<file path="src/core/wca_cfg.svh">
// offsets, field positions, reset values and codes of the alert block
`ifndef WCA_CFG_SVH
`define WCA_CFG_SVH

// register offsets on the plain register port
`define WCA_OFF_TRIG 8'h03
`define WCA_OFF_LOW 8'h0C
`define WCA_OFF_HIGH 8'h0E
`define WCA_OFF_COUNT 8'h36
`define WCA_OFF_HYS0 8'h40
`define WCA_OFF_HYS1 8'h41
// sample buffer window: addresses with these top three bits
`define WCA_BUF_SEL 3'h3

// field positions
`define WCA_HYS_MSB 5
`define WCA_HYS_LSB 0
`define WCA_CNT_MSB 7
`define WCA_CNT_LSB 4

// reset values
`define WCA_HYS_RST 6'h00
`define WCA_CNT_RST 4'h0
`define WCA_TRIG_RST 4'h0
`define WCA_FLAGS_RST 2'h0

// channel id codes
`define WCA_CHID_CH0 4'h0
`define WCA_CHID_CH1 4'h1

// run counter ceiling and step
`define WCA_RUN_MAX 5'h10
`define WCA_RUN_ONE 5'h01

`endif

</file>
<file path="src/core/wca_pkg.sv">
// types shared by the window comparator alert block
package wca_pkg;

    // one conversion result from the converter
    typedef struct packed {
        logic valid;
        logic chan;
        logic [11:0] value;
    } conv_s;

    // programmed thresholds of both channels
    typedef struct packed {
        logic [1:0][11:0] low_th;
        logic [1:0][11:0] high_th;
    } thresh_s;

    // one stored buffer entry
    typedef struct packed {
        logic chan;
        logic [11:0] value;
    } sample_s;

    // whole state of the alert block
    typedef struct packed {
        logic [1:0][5:0] chan_hysteresis;
        logic [3:0] consecutive_event_setting;
        logic [3:0] first_trigger_channel_id;
        logic trig_seen;
        logic [1:0] low_alert_flags;
        logic [1:0] high_alert_flags;
        logic [1:0] low_cmp;
        logic [1:0] high_cmp;
        logic [1:0][4:0] low_run;
        logic [1:0][4:0] high_run;
        logic [15:0][12:0] samples;
        logic [3:0] wr_ptr;
        logic [7:0] rdata;
    } state_s;

endpackage : wca_pkg

</file>
<file path="src/core/window_alert.sv">
// two-channel window comparator alert, flags, trigger id and sample buffer
//
// Strobed register access was chosen for this implementation.
`timescale 1ns/1ps
`default_nettype none
`include "wca_cfg.svh"

module window_alert
    import wca_pkg::*;
(
    input wire logic clk,
    input wire logic resetn,
    input wire logic ce,
    input wire logic [7:0] reg_addr,
    input wire logic [7:0] reg_wdata,
    input wire logic reg_wr,
    input wire logic reg_rd,
    output logic [7:0] reg_rdata,
    input wire conv_s conv,
    input wire thresh_s thresholds,
    input wire logic sequence_go_bit,
    input wire logic gen_call_reset,
    input wire logic device_reset,
    output logic alert_out
);

    // registered state and its next value
    state_s q;
    state_s d;

    // comparator with hysteresis; keeps set until past threshold by hys
    function automatic logic cmp_next(
        input logic active,
        input logic high_side,
        input logic [11:0] value,
        input logic [11:0] th,
        input logic [5:0] hys
    );
        logic [12:0] v;
        logic [12:0] t;
        logic [12:0] h;
        v = {1'b0, value};
        t = {1'b0, th};
        h = {7'h00, hys};
        if (high_side)
        begin
            // set at or above, release below th - hys
            cmp_next = active ? (v + h >= t) : (v >= t);
        end
        else
        begin
            // set at or below, release above th + hys
            cmp_next = active ? (v <= t + h) : (v <= t);
        end
    endfunction : cmp_next

    // consecutive hit counter, saturating, zero on a miss
    function automatic logic [4:0] run_next(
        input logic hit,
        input logic [4:0] run
    );
        if (!hit)
        begin
            run_next = 5'h00;
        end
        else if (run == `WCA_RUN_MAX)
        begin
            run_next = run;
        end
        else
        begin
            run_next = run + `WCA_RUN_ONE;
        end
    endfunction : run_next

    // register read decode; unmapped reads give zero
    function automatic logic [7:0] read_mux(
        input logic [7:0] addr,
        input state_s s
    );
        sample_s e;
        logic [3:0] idx;
        idx = s.wr_ptr + addr[4:1];
        e = s.samples[idx];
        read_mux = 8'h00;
        if (addr[7:5] == `WCA_BUF_SEL)
        begin
            // newest entry last; even lsb byte, odd chan and msbs
            read_mux = addr[0] ? {3'h0, e.chan, e.value[11:8]}
                               : e.value[7:0];
        end
        else
        begin
            unique case (addr)
                `WCA_OFF_TRIG:
                    read_mux = {s.first_trigger_channel_id, 4'h0};
                `WCA_OFF_LOW:
                    read_mux = {6'h00, s.low_alert_flags};
                `WCA_OFF_HIGH:
                    read_mux = {6'h00, s.high_alert_flags};
                `WCA_OFF_COUNT:
                    read_mux = {s.consecutive_event_setting, 4'h0};
                `WCA_OFF_HYS0:
                    read_mux = {2'h0, s.chan_hysteresis[0]};
                `WCA_OFF_HYS1:
                    read_mux = {2'h0, s.chan_hysteresis[1]};
                default:
                    read_mux = 8'h00;
            endcase
        end
    endfunction : read_mux

    // any latched flag drives the wake line
    assign alert_out = |{q.low_alert_flags, q.high_alert_flags};
    assign reg_rdata = q.rdata;

    // next-state logic
    always_comb
    begin
        logic [1:0] low_clr;
        logic [1:0] high_clr;
        logic [1:0] low_set;
        logic [1:0] high_set;
        logic [4:0] target;
        low_clr = 2'h0;
        high_clr = 2'h0;
        low_set = 2'h0;
        high_set = 2'h0;
        d = q;
        // shared count, field plus one
        target = {1'b0, q.consecutive_event_setting} + `WCA_RUN_ONE;
        if (ce)
        begin
            // read data stand one cycle only
            d.rdata = reg_rd ? read_mux(reg_addr, q) : 8'h00;
            // register writes
            if (reg_wr)
            begin
                unique case (reg_addr)
                    `WCA_OFF_HYS0:
                        d.chan_hysteresis[0] =
                            reg_wdata[`WCA_HYS_MSB:`WCA_HYS_LSB];
                    `WCA_OFF_HYS1:
                        d.chan_hysteresis[1] =
                            reg_wdata[`WCA_HYS_MSB:`WCA_HYS_LSB];
                    `WCA_OFF_COUNT:
                        d.consecutive_event_setting =
                            reg_wdata[`WCA_CNT_MSB:`WCA_CNT_LSB];
                    // write one to clear; FFh clears both flags
                    `WCA_OFF_LOW:
                        low_clr = reg_wdata[1:0];
                    `WCA_OFF_HIGH:
                        high_clr = reg_wdata[1:0];
                    default:
                        low_clr = 2'h0; // unmapped and read-only ignored
                endcase
            end
            // conversion result processing for its channel
            if (conv.valid)
            begin
                for (int c = 0; c < 2; c++)
                begin
                    if (conv.chan == c[0])
                    begin
                        d.low_cmp[c] = cmp_next(q.low_cmp[c], 1'b0,
                            conv.value, thresholds.low_th[c],
                            q.chan_hysteresis[c]);
                        d.high_cmp[c] = cmp_next(q.high_cmp[c], 1'b1,
                            conv.value, thresholds.high_th[c],
                            q.chan_hysteresis[c]);
                        d.low_run[c] = run_next(d.low_cmp[c], q.low_run[c]);
                        d.high_run[c] = run_next(d.high_cmp[c],
                            q.high_run[c]);
                        // alert only after enough consecutive hits
                        low_set[c] = d.low_run[c] >= target;
                        high_set[c] = d.high_run[c] >= target;
                    end
                end
                // buffer fills until an alert is latched
                if (!alert_out)
                begin
                    d.samples[q.wr_ptr] = {conv.chan, conv.value};
                    d.wr_ptr = q.wr_ptr + 4'h1;
                end
            end
            // sequence start clears the trigger record
            if (sequence_go_bit)
            begin
                d.first_trigger_channel_id = `WCA_TRIG_RST;
                d.trig_seen = 1'b0;
            end
            // set wins over clear
            d.low_alert_flags = (q.low_alert_flags & ~low_clr) | low_set;
            d.high_alert_flags = (q.high_alert_flags & ~high_clr) | high_set;
            // first channel to raise alert is kept; looks at the next
            // record so a same-cycle sequence start loses to the set
            if (|{low_set, high_set} && !d.trig_seen)
            begin
                d.first_trigger_channel_id = conv.chan ? `WCA_CHID_CH1
                                                       : `WCA_CHID_CH0;
                d.trig_seen = 1'b1;
            end
            // general call and device reset clear all state
            if (gen_call_reset || device_reset)
            begin
                d = '0;
            end
        end
    end

    // state register, all zero at power-up
    always_ff @(posedge clk or negedge resetn)
    begin
        if (!resetn)
        begin
            q <= '0;
        end
        else
        begin
            q <= d;
        end
    end

    // alert rise always comes with a recorded trigger
    trig_on_alert_a: assert property (
        @(posedge clk) disable iff (!resetn)
        $rose(alert_out) |-> q.trig_seen)
        else $error("alert rose without trigger record");

    // recorded trigger id kept until a sequence start or a reset
    trig_hold_a: assert property (
        @(posedge clk) disable iff (!resetn)
        q.trig_seen && !sequence_go_bit && !gen_call_reset
            && !device_reset |=> $stable(q.first_trigger_channel_id))
        else $error("trigger id overwritten");

    // sequence start clears the trigger record
    trig_clear_a: assert property (
        @(posedge clk) disable iff (!resetn)
        ce && sequence_go_bit && !conv.valid |=>
            q.first_trigger_channel_id == 4'h0 && !q.trig_seen)
        else $error("trigger id not cleared by sequence start");

    // write one clears the low flag of channel zero
    low_clear_a: assert property (
        @(posedge clk) disable iff (!resetn)
        ce && reg_wr && reg_addr == `WCA_OFF_LOW && reg_wdata[0]
            && !conv.valid |=> !q.low_alert_flags[0])
        else $error("low flag not cleared");

    // write zero keeps the high flag of channel one
    high_keep_a: assert property (
        @(posedge clk) disable iff (!resetn)
        ce && reg_wr && reg_addr == `WCA_OFF_HIGH && !reg_wdata[1]
            && q.high_alert_flags[1] && !gen_call_reset && !device_reset
            |=> q.high_alert_flags[1])
        else $error("high flag lost without clear");

    // reserved low nibble of the count register reads zero
    count_rsv_a: assert property (
        @(posedge clk) disable iff (!resetn)
        ce && reg_rd && reg_addr == `WCA_OFF_COUNT
            && !gen_call_reset && !device_reset |=>
            reg_rdata[3:0] == 4'h0 && reg_rdata[7:4]
                == $past(q.consecutive_event_setting))
        else $error("count register readback wrong");

    // low flag of channel zero rises only after enough consecutive hits
    low_count_a: assert property (
        @(posedge clk) disable iff (!resetn)
        $rose(q.low_alert_flags[0]) |->
            q.low_run[0] >= {1'b0, $past(q.consecutive_event_setting)}
                + 5'h01)
        else $error("low alert before event count");

    // buffer frozen while alert stands
    buf_freeze_a: assert property (
        @(posedge clk) disable iff (!resetn)
        ce && conv.valid && alert_out && !gen_call_reset
            && !device_reset |=> $stable(q.wr_ptr))
        else $error("buffer kept filling after alert");

    // miss on channel zero low comparator zeroes its run
    run_restart_a: assert property (
        @(posedge clk) disable iff (!resetn)
        ce && conv.valid && !conv.chan
            && {1'b0, conv.value} > {1'b0, thresholds.low_th[0]}
                + {7'h00, q.chan_hysteresis[0]}
            |=> q.low_run[0] == 5'h00)
        else $error("run counter not restarted");

    // conversion at or below low threshold alerts at count one
    low_fast_a: assert property (
        @(posedge clk) disable iff (!resetn)
        ce && conv.valid && !conv.chan
            && conv.value <= thresholds.low_th[0]
            && q.consecutive_event_setting == 4'h0
            && !gen_call_reset && !device_reset
            |=> q.low_alert_flags[0])
        else $error("low alert missing at count one");

    // conversion at or above high threshold alerts at count one
    high_fast_a: assert property (
        @(posedge clk) disable iff (!resetn)
        ce && conv.valid && conv.chan
            && conv.value >= thresholds.high_th[1]
            && q.consecutive_event_setting == 4'h0
            && !gen_call_reset && !device_reset
            |=> q.high_alert_flags[1])
        else $error("high alert missing at count one");

    // without a write or a reset no latched flag drops
    flag_latch_a: assert property (
        @(posedge clk) disable iff (!resetn)
        !reg_wr && !gen_call_reset && !device_reset |=>
            (q.low_alert_flags & $past(q.low_alert_flags))
                == $past(q.low_alert_flags)
            && (q.high_alert_flags & $past(q.high_alert_flags))
                == $past(q.high_alert_flags))
        else $error("alert flag dropped without clear");

    // reserved upper bits of both flag registers read zero
    flag_rsv_a: assert property (
        @(posedge clk) disable iff (!resetn)
        ce && reg_rd && (reg_addr == `WCA_OFF_LOW
            || reg_addr == `WCA_OFF_HIGH) |=> reg_rdata[7:2] == 6'h00)
        else $error("flag register reserved bits not zero");

endmodule : window_alert

`default_nettype wire

</file>
<file path="config.mk">
export PLATFORM = sky130hd
export DESIGN_NAME = window_alert
export DESIGN_NICKNAME = d
export VERILOG_FILES = /design/src/core/wca_pkg.sv /design/src/core/window_alert.sv
export VERILOG_INCLUDE_DIRS = /design/src /design/src/core
export SDC_FILE = /design/constraint.sdc
export NUM_CORES = 1
export LEC_CHECK = 0
export ABC_AREA = 1
export CAP_MARGIN = 20
export CORE_AREA = 2 2 191 193
export DETAILED_ROUTE_END_ITERATION = 8
export DIE_AREA = 0 0 193 195
export DONT_BUFFER_PORTS = 1
export PLACE_DENSITY_LB_ADDON = 0.08
export SYNTH_ARGS = -nofsm -noshare
export SYNTH_HDL_FRONTEND = slang
export SYNTH_SLANG_ARGS = --single-unit
</file>
<file path="constraint.sdc">
create_clock -name clk -period 4 [get_ports clk]
set_clock_uncertainty 0.1 [all_clocks]
set_input_delay 0.8 -clock clk [delete_from_list [all_inputs] [get_ports clk]]
set_output_delay 0.8 -clock clk [all_outputs]
set_load 0.01 [all_outputs]
</file>
# After elaboration in Yosys (flattened, before gate mapping)
# Cells that the tools add are included.
# word_totals
wordCells	176
rom_bits	0
regBits	269
mem_bits_rw	0
mem_count	0
latch_bits	0
input_bits	86
# op_classes
bitwise_logic	6
eq_ne	14
n_addsub	11
reduce_logical	19
n_shift	0
order_cmp	15
n_mul	0
n_div	0
muxes	78
# ops
op	n
two-way mux 269 bit	1
two-way mux 236 bit	1
two-way mux 212 bit	1
bitwise mux 208 bit	1
two-way mux 5 bit	27
adder 12 x 6 -> 13 bit	4
binary-select mux 13 bit (select 4 bit)	1
demux 13 bit (select 4 bit)	1
one-hot mux 8 bit (6 select lines)	1
>= comparator 13 x 12 -> 1 bit	2
less-or-equal comparator 12 x 13 -> 1 bit	2
two-way mux 13 bit	2
two-way mux 1 bit	25
>= comparator 12 bit	2
less-or-equal comparator 12 bit	2
two-way mux 8 bit	3
adder 5 x 1 -> 5 bit (second input constant)	4
== test 5 bit (second input constant)	4
>= comparator 5 bit	4
two-way mux 2 bit	10
AND reduction 3 bit	6
== test 8 x 4 -> 1 bit (second input constant)	2
== test 8 x 7 -> 1 bit (second input constant)	2
two-way mux 16 bit	1
21 further kinds	34

# Longest topological paths before layout
# depth
ltp_word	18
depth_mapped	34
ltp_nobuf	34

# Worst setup path before layout
# No wires, ideal clock.
# synth_timing
kind	input -> register
start	input port thresholds[24] in the netlist's numbering
end	register q[249] in the netlist's numbering
arrival_time_ns	4.300
path_slack_ns	-0.465
setup_time_ns	0.065
stages	29
n_path_buf	0
path_cell_list	ha_1 -> inv_1 -> fa_1 -> nand3b_1 -> nand2_1 -> a31oi_1 -> nor2_1 -> nand3_1 -> xor2_1 -> ha_1 -> nand3_1 -> nor3_1 -> a21oi_1 -> nand2_1 -> nand3_1 -> nand2_1 -> nor2_1 -> ha_1 -> nand2_1 -> inv_1 -> a21oi_1 -> nand3_1 -> nand2_1 -> nand2_1 -> o21ai_0 -> nand2_1 -> nand2_1 -> nand2_1 -> nand2_1
# synth_via
elab_chain_len	18
# synth_rtl
item	line	rtl
start, declared	window_alert.sv:20	input wire thresh_s thresholds,
adder 12 x 6 -> 13 bit	window_alert.sv:53	cmp_next = active ? (v <= t + h) : (v <= t);
less-or-equal comparator 12 x 13 -> 1 bit	window_alert.sv:53	
two-way mux 1 bit *	window_alert.sv:53	
two-way mux 1 bit *	window_alert.sv:163	if (conv.chan == c[0])
two-way mux 1 bit *	window_alert.sv:159	if (conv.valid)
two-way mux 1 bit *	window_alert.sv:132	if (ce)
two-way mux 5 bit *	window_alert.sv:62	if (!hit)
two-way mux 5 bit *	window_alert.sv:163	
[... 2 more ...]	n/a	
>= comparator 5 bit *	window_alert.sv:175	low_set[c] = d.low_run[c] >= target;
two-way mux 1 bit *	window_alert.sv:163	
two-way mux 2 bit *	window_alert.sv:159	
two-way mux 2 bit *	window_alert.sv:132	
OR reduction 4 bit *	window_alert.sv:197	if (|{low_set, high_set} && !d.trig_seen)
logical AND 1 bit *	window_alert.sv:197	
inequality test 4 x 1 -> 1 bit (no line) / two-way mux 5 bit (equally long branches)	n/a	
AND reduction 2 bit (no line) / two-way mux 269 bit (equally long branches)	n/a	
end signal, assigned	window_alert.sv:216	q <= '0;
end signal, assigned	window_alert.sv:220	q <= d;
end, declared	window_alert.sv:28	state_s q;
# Mark *: on every way between the ends. The rest lies on a longest branch, timed or not. The select of a mux whose other input is x is not followed.
# A chain may end at the register's enable or synchronous reset.

# Worst setup path in the final report
# layout_timing
start	register q[263] in the netlist's numbering
end	register q[249] in the netlist's numbering
# layout_via
elab_chain_len	18
# layout_rtl
item	line
adder 12 x 6 -> 13 bit, on equally long branches	window_alert.sv:53, window_alert.sv:48
less-or-equal comparator 12 x 13 -> 1 bit / >= comparator 13 x 12 -> 1 bit (equally long branches)	window_alert.sv:53, window_alert.sv:48
two-way mux 1 bit, on equally long branches	window_alert.sv:53, window_alert.sv:48
two-way mux 1 bit	window_alert.sv:163
two-way mux 1 bit	window_alert.sv:159
two-way mux 1 bit	window_alert.sv:132
two-way mux 5 bit	window_alert.sv:62
two-way mux 5 bit	window_alert.sv:163
[... 2 more ...]	n/a
>= comparator 5 bit, on equally long branches	window_alert.sv:175, window_alert.sv:176
two-way mux 1 bit	window_alert.sv:163
two-way mux 2 bit	window_alert.sv:159
two-way mux 2 bit	window_alert.sv:132
OR reduction 4 bit *	window_alert.sv:197
logical AND 1 bit *	window_alert.sv:197
inequality test 4 x 1 -> 1 bit (no line) / two-way mux 5 bit (equally long branches)	n/a
AND reduction 2 bit (no line) / two-way mux 269 bit (equally long branches)	n/a
# Marked as above.

==> metrics.md <==
| Metric | Value |
|---|---|
| CP peak stage delay | `0.45 ns` |
| Max Cap Viol | `0` |
| Antenna cells | `0` |
| # rows | `69` |
| Reg clk slew, reported paths | `around 0.060 ns` |
| Remaining routing DRC violations | `0` |
| Final ANT Viol Nets | `0` |
| Core area | `35400 µm²` |
| Area Growth Syn to Fin | `15.3%` |
| H-tree depth | `1` |
| Crit path max-delay cell type | `dfrtp_2` |
| Crit path capture type | `flop` |
| Total Power | `7.66 mW` |
| Crit start category | `flop` |
| Initial antenna violation count | `0` |
| Gr usage total | `approximately 29%` |
| Longest Clk Path Bufs | `3` |
| DR vias/cell | `roughly 5.7` |
| LEAKAGE | `9.72 nW` |
| Initial DRC Count | `1206` |
| Clock Latency Late Sink | `0.59 ns` |
| Vias in the first global route | `15600` |
| Failing checks | `negative hold slack, negative setup slack` |
| Critical path arrival | `roughly 4.7 ns` |
| Async S/R FF share, synth | `between 90% and 100%` |
| Tightest Hold Check Type | `in2async` |
| TritonCTS clock tree | `yes` |
| Pwr Density | `377 nW/µm²` |
| CTS Buf Count | `31` |
| Die ar. | `approximately 38000 µm²` |
| Die width | `~190 µm` |
| Status | `finished, violations left` |
| Share of cells above drive strength 1 | `13.6%` |
| Avg Inst Size Synth | `slightly below 8 µm²` |
| Top FF cell, synth | `dfrtp_1` |
| Post-synthesis sequential area ratio | `37.8%` |
| RSZ-0062 raised after global routing | `yes` |
| Total global routing overflow | `0` |
| Final min period | `approximately 4.3 ns` |
| Clock sink total | `266` |
| Clk Tree Root Cell | `clkbuf_16` |
| DP Wirelength | `36.9 mm` |
| I/O pin cnt | `95` |
| First-pass DRT Iterations | `5` |
| Data required, critical path | `4.42 ns` |
| CP Launch Point | `q[263]$_DFFE_PN0P_` |
| Routed wire length | `55.0 mm` |
| FF-to-FF Start | `q[263]$_DFFE_PN0P_` |
| Hold Slack | `-0.190 ns` |
| Worst-Margin Slew | `0.932 ns` |
| First-pass GRT wire length | `85.3 mm` |
| EDFF count, synth | `0` |
| Final hold vios | `185` |
| Synthesized instance count | `2270` |
| WL/cell | `19.6 µm` |
| Syn nets | `2517` |
| Slew Viols, Final | `0` |
| IR Drop Worst-Case VDD | `~0.33 mV` |
| Synth Register Bits | `266` |
| Warning count from the yosys run | `0` |
| Relative max-transition margin | `37.7%` |
| Number of port buffers | `0` |
| CP Class | `reg2reg` |
| Netlist cell types | `45` |
| CP most frequent cell | `nand2_1` |
| Final worst path period share | `108%` |
| CP Max Fanout | `5` |
| DR vias | `approximately 16000` |
| Initial Util | `49.8%` |
| RR Endpoint | `q[249]$_DFFE_PN0P_` |
| Worst setup margin | `-0.317 ns` |
| Largest net degree at the start of global routing | `~270` |
| Chip Height | `between 150 and 200 µm` |
| R2R setup slack | `-0.32 ns` |
| Fmax | `0.232 GHz` |
| Routability cong. | `a little over 0.9` |
| Total negative slack | `-0.756 ns` |
| Final setup vio count | `5` |
| Synthesized area | `17600 µm²` |
| Reg2Reg Depth | `30` |
| Final #Nets | `2570` |
## Yosys cell counts, drive strengths merged, types with 24 or more instances
library cell    n  area share (%)
nor3           24            0.74
dfrtp         266              38
nor2           88             1.9
ha            156              11
clkbuf         44            0.94
buf            74             2.4
a21oi         169             4.8
nand4          57             2.8
o21ai         276             7.8
xor2           42             2.3
o22ai          96             3.4
inv           275             5.9
nand3         198             5.6
nand2         442             9.5
## worst max-delay path, delay by kind of cell, from the launching register on
family          cells  cell delay (ns)
buf+inv             3             0.22
flops               1             0.45
compound gates      5             0.66
xor+xnor            1             0.12
fa+ha+maj           4             1.15
simple gates       17             1.53
## cell usage in the layout (no fill, tap or decap), types with 9 or more instances in the layout
master / count
o22ai_1: 96
xnor2_1: 16
dfrtp_1: 259
nor3_1: 16
ha_1: 140
nor2_1: 75
o21ai_1: 27
nand4_1: 44
inv_1: 260
nand2_2: 16
nand3_1: 191
ha_4: 16
clkbuf_8: 10
o21ai_0: 244
a21oi_2: 9
inv_2: 14
clkbuf_16: 31
nand2_1: 422
a21oi_1: 160
xor2_1: 38
buf_4: 127
## metrics by stage
step / instances / util (%) / hold slack [ns] / area, µm² / worst slack, ns
finish: 2808 / 57.4 / -0.190 / 20300 / -0.317
global route: 2808 / 57.4 / -0.207 / 20300 / -0.514
CTS: 2786 / 55.9 / -0.204 / 19800 / -0.148
detailed placement: 2726 / 52.5 / 0.385 / 18600 / -0.578
global placement: 2726 / 52.5 / 0.382 / 18600 / -0.526
floorplan: 2270 / - / 0.342 / 17700 / -0.235
## cell families after synthesis
kind of cell	Yosys count	share of synthesized area [%]
compound gates	566	17.1
flops	266	37.8
buf+inv	397	9.32
simple gates	821	21.0
fa+ha+maj	161	11.6
xor+xnor	59	3.12
## worst max path at each step
stage / end / slack [ns] / cells after the start
after floorplan: q[249]$_DFFE_PN0P_ / -0.23 / 28
after detailed placement: q[249]$_DFFE_PN0P_ / -0.58 / 30
final: q[249]$_DFFE_PN0P_ / -0.32 / 30
after global placement: q[249]$_DFFE_PN0P_ / -0.53 / 29
after CTS: q[249]$_DFFE_PN0P_ / -0.15 / 30
after global routing: q[249]$_DFFE_PN0P_ / -0.51 / 31
## flip-flops by register name (all words and copies together), names as in the netlist
register / flops
reg_rdata: 8
q: 258
## metal layers
layer	vias to the layer above	routed length [µm]	part of all wire, %	track usage, %
li1	7783	-	-	-
met1	7706	24200	44	39.6
met2	467	24600	45	45.1
met3	128	3460	6.3	5.12
met4	0	2700	4.9	12.7
met5	-	0	0	0
## where the power goes
part / switching [mW] / total [mW] / internal, mW
Clock: 1.19 / 2.99 / 1.80
Combinational: 1.22 / 1.89 / 0.675
Sequential: 0.0431 / 2.78 / 2.73
## repair_timing
action                     CTS  global route
gates resized for setup     30            73
setup endpoints to repair    6             6
buffers inserted             3            21
pin swaps                   23            56
hold endpoints to repair   266           266
## layout make-up
type	count	area (µm²)
repair buffers	138	1100
clock buffers	44	925
inverters	279	1050
flip-flops and latches	266	6670
multi-input cells	1607	9850
well taps	461	577
fillers	3308	15100
clock inverters	13	164
No activity file was read; power rests on OpenSTA's default activity.
